## config.mk

```make
export PLATFORM = sky130hd
export DESIGN_NAME = drive_network_input_decoder
export DESIGN_NICKNAME = d
export VERILOG_FILES = /design/src/drive_nv_pkg.sv /design/src/drive_network_input_decoder.sv
export SDC_FILE = /design/constraint.sdc
export NUM_CORES = 1
export LEC_CHECK = 0
export ABC_AREA = 1
export BUFFER_PORTS_ARGS = -buffer_cell sky130_fd_sc_hd__buf_4
export CAP_MARGIN = 20
export CORE_UTILIZATION = 53
export DETAILED_ROUTE_END_ITERATION = 16
export PLACE_DENSITY = 0.77
export SKIP_CTS_REPAIR_TIMING = 1
export SLEW_MARGIN = 20
export SYNTH_ARGS = -nofsm -noshare
export SYNTH_HDL_FRONTEND = slang
export SYNTH_SLANG_ARGS = --single-unit
```

## constraint.sdc

```tcl
create_clock -name aclk -period 3.2 [get_ports aclk]
set_input_delay 0.16 -clock aclk [delete_from_list [all_inputs] [get_ports aclk]]
set_output_delay 0.16 -clock aclk [all_outputs]
set_load 0.005 [all_outputs]
```

## src/drive_nv_pkg.sv

```systemverilog
`default_nettype none
package drive_nv_pkg;
  // ==========================================================
  // register map, byte addresses
  localparam logic [7:0] OFF_RUN_STOP  = 8'h00;
  localparam logic [7:0] OFF_CTRL_WORD = 8'h04;
  localparam logic [7:0] OFF_FAULT_CLR = 8'h08;
  localparam logic [7:0] OFF_PCT_REF   = 8'h0C;
  localparam logic [7:0] OFF_HZ_REF    = 8'h10;
  localparam logic [7:0] OFF_SETPT [3] = '{8'h14, 8'h18, 8'h1C};
  localparam logic [7:0] OFF_FBK [3]   = '{8'h20, 8'h24, 8'h28};
  localparam logic [7:0] OFF_DOUT_LO   = 8'h2C;
  localparam logic [7:0] OFF_DOUT_HI   = 8'h30;
  localparam logic [7:0] OFF_AO [4]    = '{8'h34, 8'h38, 8'h3C, 8'h40};
  localparam logic [7:0] OFF_CONFIG    = 8'h44;
  localparam logic [7:0] OFF_PRESET    = 8'h48;
  localparam logic [7:0] OFF_STATUS    = 8'h4C;
  // ==========================================================
  // field positions
  localparam int STATE_LSB       = 8;
  localparam int CFG_FN_A_LSB    = 0;
  localparam int CFG_FN_B_LSB    = 8;
  localparam int CFG_CLOSED_LOOP = 16;
  localparam int CFG_GPIO_BRD    = 17;
  localparam int CFG_AIO_BRD     = 18;
  localparam int PRESET_B_LSB    = 16;
  localparam int STAT_TO_LSB     = 16;
  localparam int STAT_EN_LSB     = 20;
  localparam logic [63:0] DOUT_MASK = 64'h0000_0000_0000_01FF;
  // ==========================================================
  // switch states, control words, reference scaling
  localparam logic [7:0]  ST_FALSE    = 8'h00;
  localparam logic [7:0]  ST_TRUE     = 8'h01;
  localparam logic [7:0]  ST_INVALID  = 8'hFF;
  localparam logic [15:0] CW_STOP     = 16'h043C;
  localparam logic [15:0] CW_RUN      = 16'h047C;
  localparam logic [15:0] CW_RESET    = 16'h04BC;
  localparam int          CW_RESET_BIT = 7;
  localparam logic [7:0]  RUN_VAL_MAX = 8'hC8;
  localparam logic [15:0] REF_STEP    = 16'h0064;
  localparam logic [15:0] REF_FULL    = 16'h4E20;
  // ==========================================================
  // analog output function codes
  localparam logic [7:0] FN_BUS_0_20    = 8'h8B;
  localparam logic [7:0] FN_BUS_4_20    = 8'h8C;
  localparam logic [7:0] FN_BUS_0_20_TO = 8'h8D;
  localparam logic [7:0] FN_BUS_4_20_TO = 8'h8E;
  // ==========================================================
  // reset values and bus answers
  localparam logic [7:0]  RST_STATE = ST_INVALID;
  localparam logic [15:0] RST_CTL   = CW_STOP;
  localparam logic [31:0] RST_WORD  = 32'h0000_0000;
  localparam logic [1:0]  RESP_OKAY   = 2'h0;
  localparam logic [1:0]  RESP_SLVERR = 2'h2;

  function automatic logic is_bus(input logic [7:0] fn);
    return (fn >= FN_BUS_0_20) && (fn <= FN_BUS_4_20_TO);
  endfunction

  function automatic logic has_preset(input logic [7:0] fn);
    return (fn == FN_BUS_0_20_TO) || (fn == FN_BUS_4_20_TO);
  endfunction

  function automatic logic is_4ma(input logic [7:0] fn);
    return (fn == FN_BUS_4_20) || (fn == FN_BUS_4_20_TO);
  endfunction

  function automatic logic [31:0] merge(input logic [31:0] old,
                                        input logic [31:0] nw,
                                        input logic [3:0]  strb);
    logic [31:0] r;
    r = old;
    for (int b = 0; b < 4; b++) begin
      if (strb[b]) r[8*b +: 8] = nw[8*b +: 8];
    end
    return r;
  endfunction
endpackage
`default_nettype wire

```

## src/drive_network_input_decoder.sv

```systemverilog
`timescale 1ns/100ps
`default_nettype none
// Functional notes
// - run/stop true with value 1..200 runs at 0.5% per step.
// - false gives stop word; true/0 gives run word at 0%; 201..255 runs 100%.
// - a 0xFF state on run/stop or fault-clear is ignored.
// - run/stop reference used only while percent and frequency references are zero.
// - a 16-bit control word input steers the drive control word.
// - fault-clear true sets bit 7, giving the reset word; false gives no reset.
// - percent reference is a signed share of the reference range, 0.005% units.
// - in closed loop the percent reference acts as the setpoint.
// - frequency reference, 0.1 Hz units, is speed in open loop, setpoint closed.
// - three closed-loop setpoint inputs, 0.005% units, signed.
// - three network feedback inputs, same scaling as setpoints.
// - a 64-bit word drives discrete outputs, one means on.
// - bits 0..8 map to outputs and relays; bits 9..63 reserved.
// - first analog output follows its value only with a bus function code.
// - codes 139 and 140 hold the analog level on bus timeout.
// - codes 141 and 142 load the timeout preset on bus timeout.
// - codes 139/141 scale 0-20 mA, codes 140/142 scale 4-20 mA.
// - second analog output acts only with the expansion board fitted.
// - second analog output has its own code and preset, same behaviour.
// - two more analog output values for the analog I/O board.
// - those two values act only with the analog I/O board fitted.
module drive_network_input_decoder
  import drive_nv_pkg::*;
(
  // clock and reset
  input  wire logic                 aclk,
  input  wire logic                 aresetn,
  // axi4-lite write address
  input  wire logic                 awvalid,
  output logic                      awready,
  input  wire logic [7:0]           awaddr,
  // axi4-lite write data
  input  wire logic                 wvalid,
  output logic                      wready,
  input  wire logic [31:0]          wdata,
  input  wire logic [3:0]           wstrb,
  // axi4-lite write response
  output logic                      bvalid,
  input  wire logic                 bready,
  output logic [1:0]                bresp,
  // axi4-lite read address
  input  wire logic                 arvalid,
  output logic                      arready,
  input  wire logic [7:0]           araddr,
  // axi4-lite read data
  output logic                      rvalid,
  input  wire logic                 rready,
  output logic [31:0]               rdata,
  output logic [1:0]                rresp,
  // network supervision
  input  wire logic                 bus_timeout,
  // drive command
  output logic [15:0]               drive_ctl,
  output logic [15:0]               drive_reference,
  output logic                      reference_hz,
  output logic                      reference_is_setpoint,
  // closed-loop data
  output logic [2:0][15:0]          closed_loop_setpoint_inputs,
  output logic [2:0][15:0]          network_feedback_inputs,
  // discrete and analog outputs
  output logic [63:0]               discrete_output_word,
  output logic [3:0][15:0]          ao_level,
  output logic [3:0]                ao_enable,
  output logic [3:0]                ao_span_4ma
);

  // ==========================================================
  // storage
  logic [7:0]  aw_addr;
  logic        aw_got;
  logic [31:0] w_data;
  logic [3:0]  w_strb;
  logic        w_got;
  logic        do_wr;
  logic [32:0] aw_rd;
  logic [32:0] ar_rd;
  logic [31:0] wr_word;
  logic [7:0]  run_stop_state;
  logic [7:0]  run_stop_value;
  logic [7:0]  fault_clear_state;
  logic [15:0] control_word_input;
  logic [15:0] percent_reference_input;
  logic [15:0] frequency_reference_input;
  logic [15:0] run_ref;
  logic        rs_upd;
  logic        cw_upd;
  logic        fc_upd;
  logic [15:0] ao_value [4];
  logic [3:0]  ao_upd;
  logic [31:0] config_word;
  logic [31:0] preset_word;
  logic [3:0]  timed_out;
  logic [7:0]  ao_func [4];
  logic [3:0]  ao_present;
  logic [15:0] ao_preset [4];
  logic [15:0] next_ao_level [4];

  // register decode shared by write merge and read path; bit 32 is a hit
  function automatic logic [32:0] reg_read(input logic [7:0] a);
    logic [32:0] r;
    r = {1'b1, RST_WORD};
    case (a)
      OFF_RUN_STOP:  r[15:0] = {run_stop_state, run_stop_value};
      OFF_CTRL_WORD: r[15:0] = control_word_input;
      OFF_FAULT_CLR: r[STATE_LSB +: 8] = fault_clear_state;
      OFF_PCT_REF:   r[15:0] = percent_reference_input;
      OFF_HZ_REF:    r[15:0] = frequency_reference_input;
      OFF_DOUT_LO:   r[31:0] = discrete_output_word[31:0];
      OFF_DOUT_HI:   r[31:0] = discrete_output_word[63:32];
      OFF_CONFIG:    r[31:0] = config_word;
      OFF_PRESET:    r[31:0] = preset_word;
      OFF_STATUS: begin
        r[15:0] = drive_ctl;
        r[STAT_TO_LSB +: 4] = timed_out;
        r[STAT_EN_LSB +: 4] = ao_enable;
      end
      default:       r[32] = 1'b0;
    endcase
    for (int i = 0; i < 3; i++) begin
      if (a == OFF_SETPT[i]) r = {1'b1, 16'h0000, closed_loop_setpoint_inputs[i]};
      if (a == OFF_FBK[i]) r = {1'b1, 16'h0000, network_feedback_inputs[i]};
    end
    for (int i = 0; i < 4; i++) begin
      if (a == OFF_AO[i]) r = {1'b1, 16'h0000, ao_value[i]};
    end
    return r;
  endfunction

  always_comb begin
    aw_rd   = reg_read(aw_addr);
    ar_rd   = reg_read(araddr);
    wr_word = merge(aw_rd[31:0], w_data, w_strb);
  end

  // write fires once both halves are held and no response is pending
  assign do_wr = aw_got && w_got && !bvalid;

  // ==========================================================
  // axi write channels: address and data taken in either order
  always_ff @(posedge aclk) begin
    if (!aresetn) begin
      awready <= 1'b0;
      aw_got  <= 1'b0;
      aw_addr <= 8'h00;
    end else if (awvalid && awready) begin
      awready <= 1'b0;
      aw_got  <= 1'b1;
      aw_addr <= awaddr;
    end else if (do_wr) begin
      aw_got  <= 1'b0;
    end else begin
      awready <= !aw_got && !bvalid;
    end
  end

  always_ff @(posedge aclk) begin
    if (!aresetn) begin
      wready <= 1'b0;
      w_got  <= 1'b0;
      w_data <= RST_WORD;
      w_strb <= 4'h0;
    end else if (wvalid && wready) begin
      wready <= 1'b0;
      w_got  <= 1'b1;
      w_data <= wdata;
      w_strb <= wstrb;
    end else if (do_wr) begin
      w_got  <= 1'b0;
    end else begin
      wready <= !w_got && !bvalid;
    end
  end

  // unmapped writes are dropped and answered with a slave error
  always_ff @(posedge aclk) begin
    if (!aresetn) begin
      bvalid <= 1'b0;
      bresp  <= RESP_OKAY;
    end else if (do_wr) begin
      bvalid <= 1'b1;
      bresp  <= aw_rd[32] ? RESP_OKAY : RESP_SLVERR;
    end else if (bready) begin
      bvalid <= 1'b0;
    end
  end

  // ==========================================================
  // axi read channel, one outstanding read
  always_ff @(posedge aclk) begin
    if (!aresetn) begin
      arready <= 1'b0;
      rvalid  <= 1'b0;
      rdata   <= RST_WORD;
      rresp   <= RESP_OKAY;
    end else if (arvalid && arready) begin
      arready <= 1'b0;
      rvalid  <= 1'b1;
      rdata   <= ar_rd[31:0];
      rresp   <= ar_rd[32] ? RESP_OKAY : RESP_SLVERR;
    end else if (rvalid && rready) begin
      rvalid  <= 1'b0;
    end else begin
      arready <= !rvalid;
    end
  end

  // ==========================================================
  // network input variables, held until rewritten
  always_ff @(posedge aclk) begin
    if (!aresetn) begin
      run_stop_state            <= RST_STATE;
      run_stop_value            <= 8'h00;
      fault_clear_state         <= RST_STATE;
      control_word_input        <= RST_CTL;
      percent_reference_input   <= 16'h0000;
      frequency_reference_input <= 16'h0000;
      discrete_output_word      <= {2{RST_WORD}};
      config_word               <= RST_WORD;
      preset_word               <= RST_WORD;
      rs_upd                    <= 1'b0;
      cw_upd                    <= 1'b0;
      fc_upd                    <= 1'b0;
    end else begin
      rs_upd <= do_wr && (aw_addr == OFF_RUN_STOP);
      cw_upd <= do_wr && (aw_addr == OFF_CTRL_WORD);
      fc_upd <= do_wr && (aw_addr == OFF_FAULT_CLR);
      if (do_wr) begin
        case (aw_addr)
          OFF_RUN_STOP: begin
            run_stop_value <= wr_word[7:0];
            run_stop_state <= wr_word[STATE_LSB +: 8];
          end
          OFF_CTRL_WORD: control_word_input <= wr_word[15:0];
          OFF_FAULT_CLR: fault_clear_state <= wr_word[STATE_LSB +: 8];
          OFF_PCT_REF:   percent_reference_input <= wr_word[15:0];
          OFF_HZ_REF:    frequency_reference_input <= wr_word[15:0];
          // reserved terminals always read and drive zero
          OFF_DOUT_LO:   discrete_output_word[31:0] <= wr_word & DOUT_MASK[31:0];
          OFF_DOUT_HI:   discrete_output_word[63:32] <= wr_word & DOUT_MASK[63:32];
          OFF_CONFIG:    config_word <= wr_word;
          OFF_PRESET:    preset_word <= wr_word;
          default:       ;
        endcase
      end
    end
  end

  // setpoints and feedbacks share one indexed loop, analog values have a second
  always_ff @(posedge aclk) begin
    if (!aresetn) begin
      closed_loop_setpoint_inputs <= '0;
      network_feedback_inputs     <= '0;
      ao_upd                      <= 4'h0;
      for (int i = 0; i < 4; i++) begin
        ao_value[i] <= 16'h0000;
      end
    end else begin
      for (int i = 0; i < 3; i++) begin
        if (do_wr && aw_addr == OFF_SETPT[i]) begin
          closed_loop_setpoint_inputs[i] <= wr_word[15:0];
        end
        if (do_wr && aw_addr == OFF_FBK[i]) begin
          network_feedback_inputs[i] <= wr_word[15:0];
        end
      end
      for (int i = 0; i < 4; i++) begin
        ao_upd[i] <= do_wr && (aw_addr == OFF_AO[i]);
        if (do_wr && aw_addr == OFF_AO[i]) ao_value[i] <= wr_word[15:0];
      end
    end
  end

  // ==========================================================
  // control word: one update source per cycle, invalid states ignored
  always_ff @(posedge aclk) begin
    if (!aresetn) begin
      drive_ctl <= RST_CTL;
    end else if (fc_upd && fault_clear_state == ST_TRUE) begin
      drive_ctl <= CW_RESET;
    end else if (fc_upd && fault_clear_state == ST_FALSE) begin
      drive_ctl[CW_RESET_BIT] <= 1'b0;
    end else if (rs_upd && run_stop_state == ST_FALSE) begin
      drive_ctl <= CW_STOP;
    end else if (rs_upd && run_stop_state == ST_TRUE) begin
      drive_ctl <= CW_RUN;
    end else if (cw_upd) begin
      drive_ctl <= control_word_input;
    end
  end

  // run/stop reference in 0.005% units, 0.5% per value step
  always_ff @(posedge aclk) begin
    if (!aresetn) begin
      run_ref <= 16'h0000;
    end else if (rs_upd && run_stop_state == ST_TRUE) begin
      if (run_stop_value > RUN_VAL_MAX) begin
        run_ref <= REF_FULL;
      end else begin
        run_ref <= 16'(run_stop_value) * REF_STEP;
      end
    end
  end

  // reference selection: explicit references beat the run/stop one
  always_ff @(posedge aclk) begin
    if (!aresetn) begin
      drive_reference       <= 16'h0000;
      reference_hz          <= 1'b0;
      reference_is_setpoint <= 1'b0;
    end else begin
      reference_is_setpoint <= config_word[CFG_CLOSED_LOOP];
      if (percent_reference_input != 16'h0000) begin
        drive_reference <= percent_reference_input;
        reference_hz    <= 1'b0;
      end else if (frequency_reference_input != 16'h0000) begin
        drive_reference <= frequency_reference_input;
        reference_hz    <= 1'b1;
      end else begin
        drive_reference <= run_ref;
        reference_hz    <= 1'b0;
      end
    end
  end

  // ==========================================================
  // analog outputs; c and d have no function setting of their own
  genvar g;
  generate
    for (g = 0; g < 4; g++) begin : g_ao
      if (g == 0) begin : g_a
        assign ao_func[g]    = config_word[CFG_FN_A_LSB +: 8];
        assign ao_present[g] = 1'b1;
        assign ao_preset[g]  = preset_word[15:0];
      end else if (g == 1) begin : g_b
        assign ao_func[g]    = config_word[CFG_FN_B_LSB +: 8];
        assign ao_present[g] = config_word[CFG_GPIO_BRD];
        assign ao_preset[g]  = preset_word[PRESET_B_LSB +: 16];
      end else begin : g_cd
        assign ao_func[g]    = FN_BUS_0_20;
        assign ao_present[g] = config_word[CFG_AIO_BRD];
        assign ao_preset[g]  = 16'h0000;
      end
      // absent board or non-bus function parks the level at zero
      assign next_ao_level[g] = !(ao_present[g] && is_bus(ao_func[g])) ? 16'h0000 :
                                timed_out[g] ? ao_preset[g] : ao_value[g];
    end
  endgenerate

  // a timeout in the cycle after a value write, while ao_upd is set, wins
  always_ff @(posedge aclk) begin
    if (!aresetn) begin
      timed_out   <= 4'h0;
      ao_level    <= '0;
      ao_enable   <= 4'h0;
      ao_span_4ma <= 4'h0;
    end else begin
      for (int i = 0; i < 4; i++) begin
        if (bus_timeout && has_preset(ao_func[i])) begin
          timed_out[i] <= 1'b1;
        end else if (ao_upd[i] || !has_preset(ao_func[i])) begin
          timed_out[i] <= 1'b0;
        end
        ao_level[i]    <= next_ao_level[i];
        ao_enable[i]   <= ao_present[i] && is_bus(ao_func[i]);
        ao_span_4ma[i] <= is_4ma(ao_func[i]);
      end
    end
  end

  // ==========================================================
  // checks
  AST_STOP: assert property (@(posedge aclk) disable iff (!aresetn)
    rs_upd && run_stop_state == ST_FALSE |=> drive_ctl == CW_STOP)
    else $error("stop word not issued");
  AST_RUN_ZERO: assert property (@(posedge aclk) disable iff (!aresetn)
    rs_upd && run_stop_state == ST_TRUE && run_stop_value == 8'h00
    |=> drive_ctl == CW_RUN && run_ref == 16'h0000)
    else $error("run at zero wrong");
  AST_RUN_STEP: assert property (@(posedge aclk) disable iff (!aresetn)
    rs_upd && run_stop_state == ST_TRUE && run_stop_value <= RUN_VAL_MAX
    |=> run_ref == 16'($past(run_stop_value)) * REF_STEP)
    else $error("run reference step wrong");
  AST_RUN_FULL: assert property (@(posedge aclk) disable iff (!aresetn)
    rs_upd && run_stop_state == ST_TRUE && run_stop_value > RUN_VAL_MAX
    |=> run_ref == REF_FULL)
    else $error("full run reference wrong");
  AST_INVALID: assert property (@(posedge aclk) disable iff (!aresetn)
    (rs_upd && run_stop_state == ST_INVALID) ||
    (fc_upd && fault_clear_state == ST_INVALID)
    |=> $stable(drive_ctl) && $stable(run_ref))
    else $error("invalid state acted on");
  AST_FAULT: assert property (@(posedge aclk) disable iff (!aresetn)
    fc_upd && fault_clear_state == ST_TRUE |=> drive_ctl == CW_RESET)
    else $error("reset word not issued");
  AST_REF_SEL: assert property (@(posedge aclk) disable iff (!aresetn)
    percent_reference_input == 16'h0000 && frequency_reference_input == 16'h0000
    |=> drive_reference == $past(run_ref) && !reference_hz)
    else $error("run reference not selected");
  AST_AO_PRESET: assert property (@(posedge aclk) disable iff (!aresetn)
    bus_timeout && has_preset(ao_func[0]) |=> timed_out[0]
    ##1 ao_level[0] == $past(ao_preset[0]))
    else $error("preset not loaded on timeout");
  AST_AO_HOLD: assert property (@(posedge aclk) disable iff (!aresetn)
    ao_enable[0] && !has_preset(ao_func[0]) && $stable(ao_value[0])
    && $stable(ao_func[0]) |=> $stable(ao_level[0]))
    else $error("held level moved");
  AST_AO_GATE: assert property (@(posedge aclk) disable iff (!aresetn)
    !config_word[CFG_GPIO_BRD] |=> !ao_enable[1] && ao_level[1] == 16'h0000)
    else $error("output b active without board");
  localparam int DOUT_USED_TOP = 9;
  AST_DOUT: assert property (@(posedge aclk) disable iff (!aresetn)
    discrete_output_word[63:DOUT_USED_TOP] == '0)
    else $error("reserved output bits set");

endmodule
`default_nettype wire

```

# Word-level counts from Yosys, hierarchy flattened
# Memory sizes are Yosys's and may differ from the RTL's.
# Cells that the tools add are included.
dict set report classes {
  mul 1
  magnitude_cmp 5
  eq_ne 46
  n_mux 76
  bitwise_logic 7
  reduce_logical 76
}
# cell n
set ops {}
lappend ops {{two-way mux 33 bit} 20}
lappend ops {{two-way mux 16 bit} 11}
lappend ops {{case mux 8 bit (9 select lines)} 2}
lappend ops {{equality test 8 x 6 -> 1 bit (second input constant)} 16}
lappend ops {{case mux 8 bit (8 select lines)} 2}
lappend ops {{equality test 8 x 5 -> 1 bit (second input constant)} 8}
lappend ops {{equality test 8 x 7 -> 1 bit (second input constant)} 8}
lappend ops {{equality test 8 bit (second input constant)} 6}
lappend ops {{case mux 8 bit (3 select lines)} 2}
lappend ops {{two-way mux 8 bit} 5}
lappend ops {{equality test 8 x 4 -> 1 bit (second input constant)} 4}
lappend ops {{zero test 8 bit} 4}
lappend ops {{case mux 8 bit (2 select lines)} 2}
lappend ops {{nonzero test 16 bit} 2}
lappend ops {{logical AND 1 bit} 30}
lappend ops {{two-way mux 1 bit} 28}
lappend ops {{AND reduction 2 bit} 11}
lappend ops {{OR reduction 10 bit} 2}
lappend ops {{equality test 8 x 1 -> 1 bit (second input constant)} 2}
lappend ops {{equality test 8 x 3 -> 1 bit (second input constant)} 2}
lappend ops {{greater-or-equal comparator 8 bit (second input constant)} 2}
lappend ops {{<= comparator 8 bit (second input constant)} 2}
lappend ops {{two-way mux 15 bit} 1}
lappend ops {{multiplier 8 x 5 -> 13 bit (second input constant)} 1}
lappend ops {{other kinds (12)} 38}
dict set report totals {
  reg_bits 458
  mem_bits_rw 64
  elab_cells 260
  n_memories 1
}
# memory depth width rd rd_ports_with_merged_regs write_ports line_no
set mem_list {}
lappend mem_list {ao_value 4 16 4 0 4 drive_network_input_decoder.sv:91} ;# logic [15:0] ao_value [4];

# Logic depth before layout (Yosys ltp)
# Gate-level depths: netlist of the first run.
dict set report logic_depth {
  depth_word 15
  ltp_mapped 21
  depth_no_buf 21
}

# Worst setup path after synthesis of the first run
# No wires, ideal clock.
dict set report synth_path {
  kind {register to register}
  from {register run_stop_value[2]}
  to {register run_ref[14]}
  arrival_time_ps 2904
  required_time_ps 3085
  slack_ps 181
  stages_incl_launch_ff 22
  path_buffers 0
  path_cell_list {dfxtp_1 inv_1 ha_1 inv_1 ha_1 inv_1 fa_1 inv_1 ha_1 inv_1 nor2_1 o21ai_0 nand2_1 nand2_1 nand2_1 a21oi_1 nor2_1 nor2_1 o21bai_1 xor2_1 o21ai_0 inv_1}
}
dict set report synth_via {
  elab_chain_cells 2
  word_cells_on_any_way 3
}
# element line_no
set synth_rtl {}
lappend synth_rtl {{start: declaration} drive_network_input_decoder.sv:82} ;# logic [7:0] run_stop_value;
lappend synth_rtl {{start signal: assignment} drive_network_input_decoder.sv:233} ;# run_stop_value <= wr_word[7:0];
lappend synth_rtl {{multiplier 8 x 5 -> 13 bit / > comparator 8 bit (equally long branches)} {drive_network_input_decoder.sv:302, drive_network_input_decoder.sv:299}}
lappend synth_rtl {{two-way mux 15 bit *} drive_network_input_decoder.sv:299} ;# if (run_stop_value > RUN_VAL_MAX) begin
lappend synth_rtl {{end signal: assignment} drive_network_input_decoder.sv:302} ;# run_ref <= 16'(run_stop_value) * REF_STEP;
lappend synth_rtl {{end: declaration} drive_network_input_decoder.sv:87} ;# logic [15:0] run_ref;
# Mark *: on every way between the ends. The rest lies on a longest branch, timed or not.
# A chain may end at the register's enable or synchronous reset.

# Worst setup path after layout of the first run
dict set report layout_path {
  from {register run_stop_value[3]}
  to {register run_ref[14]}
}
# The elaborated chain is that of the path after synthesis.

==> results of run 1 <==
## final timing paths
check | startpoint | slack [ps] | to
setup / recovery | run_stop_value[3]$_SDFFE_PN0P_ | 170 | run_ref[14]$_SDFFE_PN0P_
hold / removal | araddr[2] | 30 | rdata[21]$_SDFFE_PN0P_
setup reg to reg | run_stop_value[3]$_SDFFE_PN0P_ | 170 | run_ref[14]$_SDFFE_PN0P_
hold reg to reg | w_data[31]$_SDFFE_PN0P_ | 460 | w_data[31]$_SDFFE_PN0P_
## stage by stage
step | total power, mW | setup slack, ps
6_report | 15.50 | 166.6
5_1_grt | 15.77 | -48.18
4_1_cts | 15.30 | 9.616
3_5_place_dp | 8.651 | 40.33
3_3_place_gp | 8.644 | 40.53
2_1_floorplan | 7.670 | 180.6
## worst min-delay path, cell delays in order
cell and delay [ps]:
buf_4 110, inv_1 50, nand2_1 70, nand2_1 50, nand2_1 90, o31ai_1 80
## placed cells by master (no fill, tap or decap), drive strengths merged, types with 5 or more instances in the layout
cell	Yosys	layout
nor4	11	11
buf	110	482
nand3	295	295
dlygate4sd3	0	48
o22ai	52	52
o21ai	267	267
bufinv	0	5
nor3	20	20
nand4	64	64
nand2	850	850
a21oi	407	407
nand3b	10	10
o221ai	5	5
inv	645	649
clkinv	4	21
a211oi	13	13
conb	1	59
dfxtp	449	449
ha	34	34
o21a	34	34
o211ai	5	5
edfxtp	64	64
clkbuf	148	73
nor2	351	351
## power groups by stage
stage | Sequential, mW | Combinational [mW] | Clock [mW]
after floorplan | 6.80 | 0.868 | 0
after global placement | 6.83 | 1.82 | 0
after detailed placement | 6.83 | 1.82 | 0
after CTS | 6.69 | 1.84 | 6.78
after global routing | 6.69 | 2.04 | 7.04
final | 6.69 | 2.00 | 6.81
## logic make-up (layout without fill, tap and decap cells)
logic type	Yosys count	after routing	synth area share
AO/OA/AOI/OAI	798	798	0.1622
XOR/XNOR	5	5	0.001668
adder cells (fa/ha/maj)	37	37	0.01849
buffers and inverters	907	1279	0.1419
flip-flops	513	513	0.4156
other	1	59	0.0001428
AND/OR/NAND/NOR	1606	1606	0.2600
## routing by layer
metal  GRT usage  wire, microns
met1      0.5872          44210
met2      0.6659          49140
met3      0.1351          16090
met4      0.2769           8592
met5           0             32
## layout make-up
class / count / share of cell area
flip-flops and latches: 513 / 0.3374
inverters: 649 / 0.07546
clock buffers: 73 / 0.04873
multi-input cells: 2505 / 0.3673
well taps: 664 / 0.02568
repair buffers: 530 / 0.1344
clock inverters: 27 / 0.01098
## state kept, by name, summed over array words and instances, names as in the netlist, 16 cells and up
signal,count
control_word_input,16
rdata,32
closed_loop_setpoint_inputs,48
ao_level,64
ao_value,64
w_data,32
preset_word,32
frequency_reference_input,16
drive_ctl,16
config_word,32
drive_reference,16
percent_reference_input,16
network_feedback_inputs,48
==> results.cfg, run 1 <==
[drt]
wirelength_microns = 118100
routedWlPerCell_microns = 23.80
via_per_inst = 5.838
ant_nets = 0
first_pass_iters = 6
drc = 0
drt_iter0_markers = 4556
via_count = 28960

[clock_tree]
cts_buffers = 54
clk_path_buf_depth = 3
cts.clk_slew.worst_paths_ps = 70
clockRootBuffer = clkbuf_16
htreeDepth = 2
cts_tree = built
clock_sinks = 513
insertion_delay_ps = 670

[sta]
min_period_ps = 3033
fmaxAchievable_mhz = 329.7
fin_setup_tns_ps = 0
slew_headroom = 0.3313
tightest_slew_ps = 1002
finalHoldViolations = 0
setup_viol = 0
hold_ws_ps = 32.79
skew_ps = 47.50
fin_crit_sh = 0.9480
drv_slew = 0

[floorplan]
initial_core_util = 0.5364
dieArea_sq_um = 50430
fp.dieW_microns = 224.6
num_rows = 81
die_h_microns = 224.6
ios = 367
core_sq_um = 48950

[layout]
syn2layout_area_growth_pct = 23.21
utilization = 0.6609
final_nets = 4350
n_antenna_cell = 0
regArea_sq_um = 10910
fill_cells = 4363
multi_input_area_sq_um = 11880
postLayoutCellArea_sq_um = 32350
drive_gt1_frac = 0.1520
final_cells = 4961

[worst_hold_path]
min_delay_path_depth = 6
min_path_type = input pin to register

[power_and_ir_drop]
power.switching_mw = 4.362
p_int_mw = 11.13
p_clk_frac = 0.439
power_frac_comb = 0.129
seq_power_share = 0.432
vdd_drop_max_mv = 0.4476
power_density_nw_per_um2 = 479.0
p_leak_nw = 14.80
swShare = 0.2815

[worst_setup_path]
critical_path.cell_chain = buf_4, ha_1, ha_1, inv_1, fa_1, inv_1, ha_1, o21ai_1, nand2_1, nand2_1, nand2_1, a21oi_2, nor2_2, nor2_1, o21bai_1, xor2_1, o21ai_1, inv_1
rr_worst_depth = 18
crit_type = register to register
crit_path_max_fanout = 6
crit_arrival_ps = 3570
worst-path-stages = 18
critical_path.top_delay_family = adder cells
slowest_delay_ps = 470
worst_ep_required_time_ps = 3740
worstSetupEndpointType = register
start_kind = register
slowest_stage = fa_1
cp_num_buf_inv = 4

[synthesis]
ys_async_sr_fraction = 0
ys_top_cells_by_count = nand2_1, inv_1, dfxtp_1
synthCells = 3867
synth_area_leaders = dfxtp_1, nand2_1, inv_1
synth_edf_count = 64
yosysTopAreaCellShare = 0.3424
synth.distinct_cells = 49
synth_seq_cells = 513
synth_top_area_cell = dfxtp_1
yosysSeqAreaShare = 0.4156
synth_most_common_cell = nand2_1
synthFlopType = dfxtp_1
synth_area_sq_um = 26260
yosysWarnings = 0
avgSynthCellArea_sq_um = 6.790

[global_route]
grt_pass1_wl_microns = 168300
grt_max_degree = 141
grt_overflow = 0
grt_usage = 0.4542
grt_pass1_vias = 26080
grt_antenna_before_repair = 3

[placement]
dp.cells = 4812
placed_area_sq_um = 29900
hpwl_microns = 86510
numPortBuffers = 307
gp_congestion = 1.050

[status]
status = finished clean

[flow_run]
drv_cap = 0
(Power assumes the default switching activity.)
==> inputs of run 2 (changes only) <==
- CORE_ASPECT_RATIO: default -> 1.75
- CORE_MARGIN: default -> 4
- SLEW_MARGIN: 20 -> 0
==> run 2 against run 1 <==
Against the previous run:
- the flow now finishes with violations (hold timing)
- combinational power down 6%
- register-to-register slack got worse by 110 ps
- first-iteration DRC count down 15%
- hold slack worse by 88 ps
- clock skew down 16 ps
- sequential cell count is the same
- via count grew 1.2%
- critical path depth shrank 6
- critical path type unchanged
- largest cell class unchanged
==> results.cfg, run 2 (synthesized netlist as in run 1, its figures left out) <==
[clock_tree]
cts_tree = built
cts_buffers = 47
cts.clk_slew.worst_paths_ps = 70
insertion_delay_ps = 600
clockRootBuffer = clkbuf_16
htreeDepth = 2
clk_path_buf_depth = 3
clock_sinks = 513

[layout]
final_nets = 4349
fill_cells = 4425
multi_input_area_sq_um = 11940
final_cell_mix = nand2_1, inv_1, buf_4
layout.cells.most_common = nand2_1
drive_gt1_frac = 0.1534
regArea_sq_um = 10910
reg_top3 = ao_level: 64 flops, ao_value: 64 flops
syn2layout_area_growth_pct = 22.60
final_cells = 4949

[global_route]
grt_pass1_wl_microns = 180100
grt_max_degree = 142
grt_pass1_vias = 27530
grt_overflow = 0
grt_usage = 0.4587
grt_antenna_before_repair = 6

[worst_setup_path]
worst_ep_required_time_ps = 3680
critical_path.cell_chain = buf_4, nor2_2, nand3_1, nor2_2, inv_2, o21ai_1, nand4_1, nand2_1, buf_4, nand3_1, nand2_1, inv_1
crit_arrival_ps = 3620
worstSetupEndpointType = register
start_kind = register
cp_num_buf_inv = 4
crit_type = register to register
slowest_stage = nor2_2
critical_path.top_delay_family = simple AND/OR/NAND/NOR gates
crit_path_max_fanout = 11
slowest_delay_ps = 620

[floorplan]
die_h_microns = 302.4
core_sq_um = 48870
num_rows = 107
dieArea_sq_um = 53300
initial_core_util = 0.5373
fp.dieW_microns = 176.3
ios = 367

[sta]
fin_crit_sh = 0.9818
rsz0062_at_grt = true
setup_viol = 0
hold_ws_ps = -54.80
drv_slew = 0
skew_ps = 31.66
fin_ws_ps = 58.17
slew_headroom = 0.3386
tightest_slew_ps = 991.0
min_period_ps = 3142
finalHoldViolations = 1
fmaxAchievable_mhz = 318.3

[power_and_ir_drop]
p_leak_nw = 14.70
vdd_drop_max_mv = 0.4399
power_density_nw_per_um2 = 461.5
power.total_mw = 14.86

[drt]
wirelength_microns = 128200
via_per_inst = 5.925
drc = 0
first_pass_iters = 6
via_count = 29320
drt_iter0_markers = 3876
routedWlPerCell_microns = 25.91
ant_nets = 0

[status]
violations = hold timing
status = finished with violations

[worst_hold_path]
min_path_type = input pin to register

[placement]
gp_congestion = 1.091
dp.cells = 4810
hpwl_microns = 95980
post-place-ws_ps = 103.2
numPortBuffers = 307

[flow_run]
drv_cap = 0
-- run 2: layout make-up --
cell class,count,area share
antenna,6,0.0004665
timing repair buffer,536,0.1355
sequential,513,0.3390
multi-input combinational,2505,0.3709
clock inverter,20,0.008901
clock buffer,66,0.04381
tap,654,0.02542
inverter,649,0.07592
-- run 2: worst paths after layout --
path | endpoint | from | slack, ps | depth (start not counted)
setup / recovery | frequency_reference_input[15]$_SDFFE_PN0P_ | aw_addr[0]$_SDFFE_PN0P_ | 60 | 12
hold / removal | w_strb[2]$_SDFFE_PN0P_ | wstrb[2] | -50 | 3
setup reg to reg | frequency_reference_input[15]$_SDFFE_PN0P_ | aw_addr[0]$_SDFFE_PN0P_ | 60 | 12
hold reg to reg | run_ref[6]$_SDFFE_PN0P_ | run_ref[6]$_SDFFE_PN0P_ | 460 | 2
-- run 2: metrics by stage --
step | TNS [ps] | cell area [sq um] | hold slack [ps] | utilization
after floorplan | 0 | 26470 | 311.6 | -
after global placement | 0 | 29890 | 415.5 | 0.6117
after CTS | 0 | 31610 | -190.3 | 0.6470
after detailed placement | 0 | 29920 | 422.0 | 0.6122
final | 0 | 32190 | -54.80 | 0.6587
after global routing | -87.30 | 32180 | 24.79 | 0.6585
-- run 2: worst register-to-register path, cell delays in order, from the launching register on --
cell and delay (ps):
dfxtp_1 320, buf_4 130, nor2_2 210, nand3_1 210
nor2_2 620, inv_2 280, o21ai_1 370, nand4_1 130
nand2_1 160, buf_4 270, nand3_1 200, nand2_1 110
inv_1 40
-- run 2: metal layers --
metal  vias to the layer above  share of wire  GRT usage
li1                      13010              -          -
met1                     13410           0.31     0.4811
met2                      2178           0.45     0.7431
met3                       715           0.10    0.09187
met4                         4           0.14     0.4690
met5                         -        0.00016          0
-- run 2: power by group --
group | switching, mW | internal (mW) | total (mW)
combinational | 1.32 | 0.557 | 1.88
clock | 2.70 | 3.58 | 6.28
sequential | 0.0911 | 6.61 | 6.70
total | 4.11 | 10.7 | 14.9
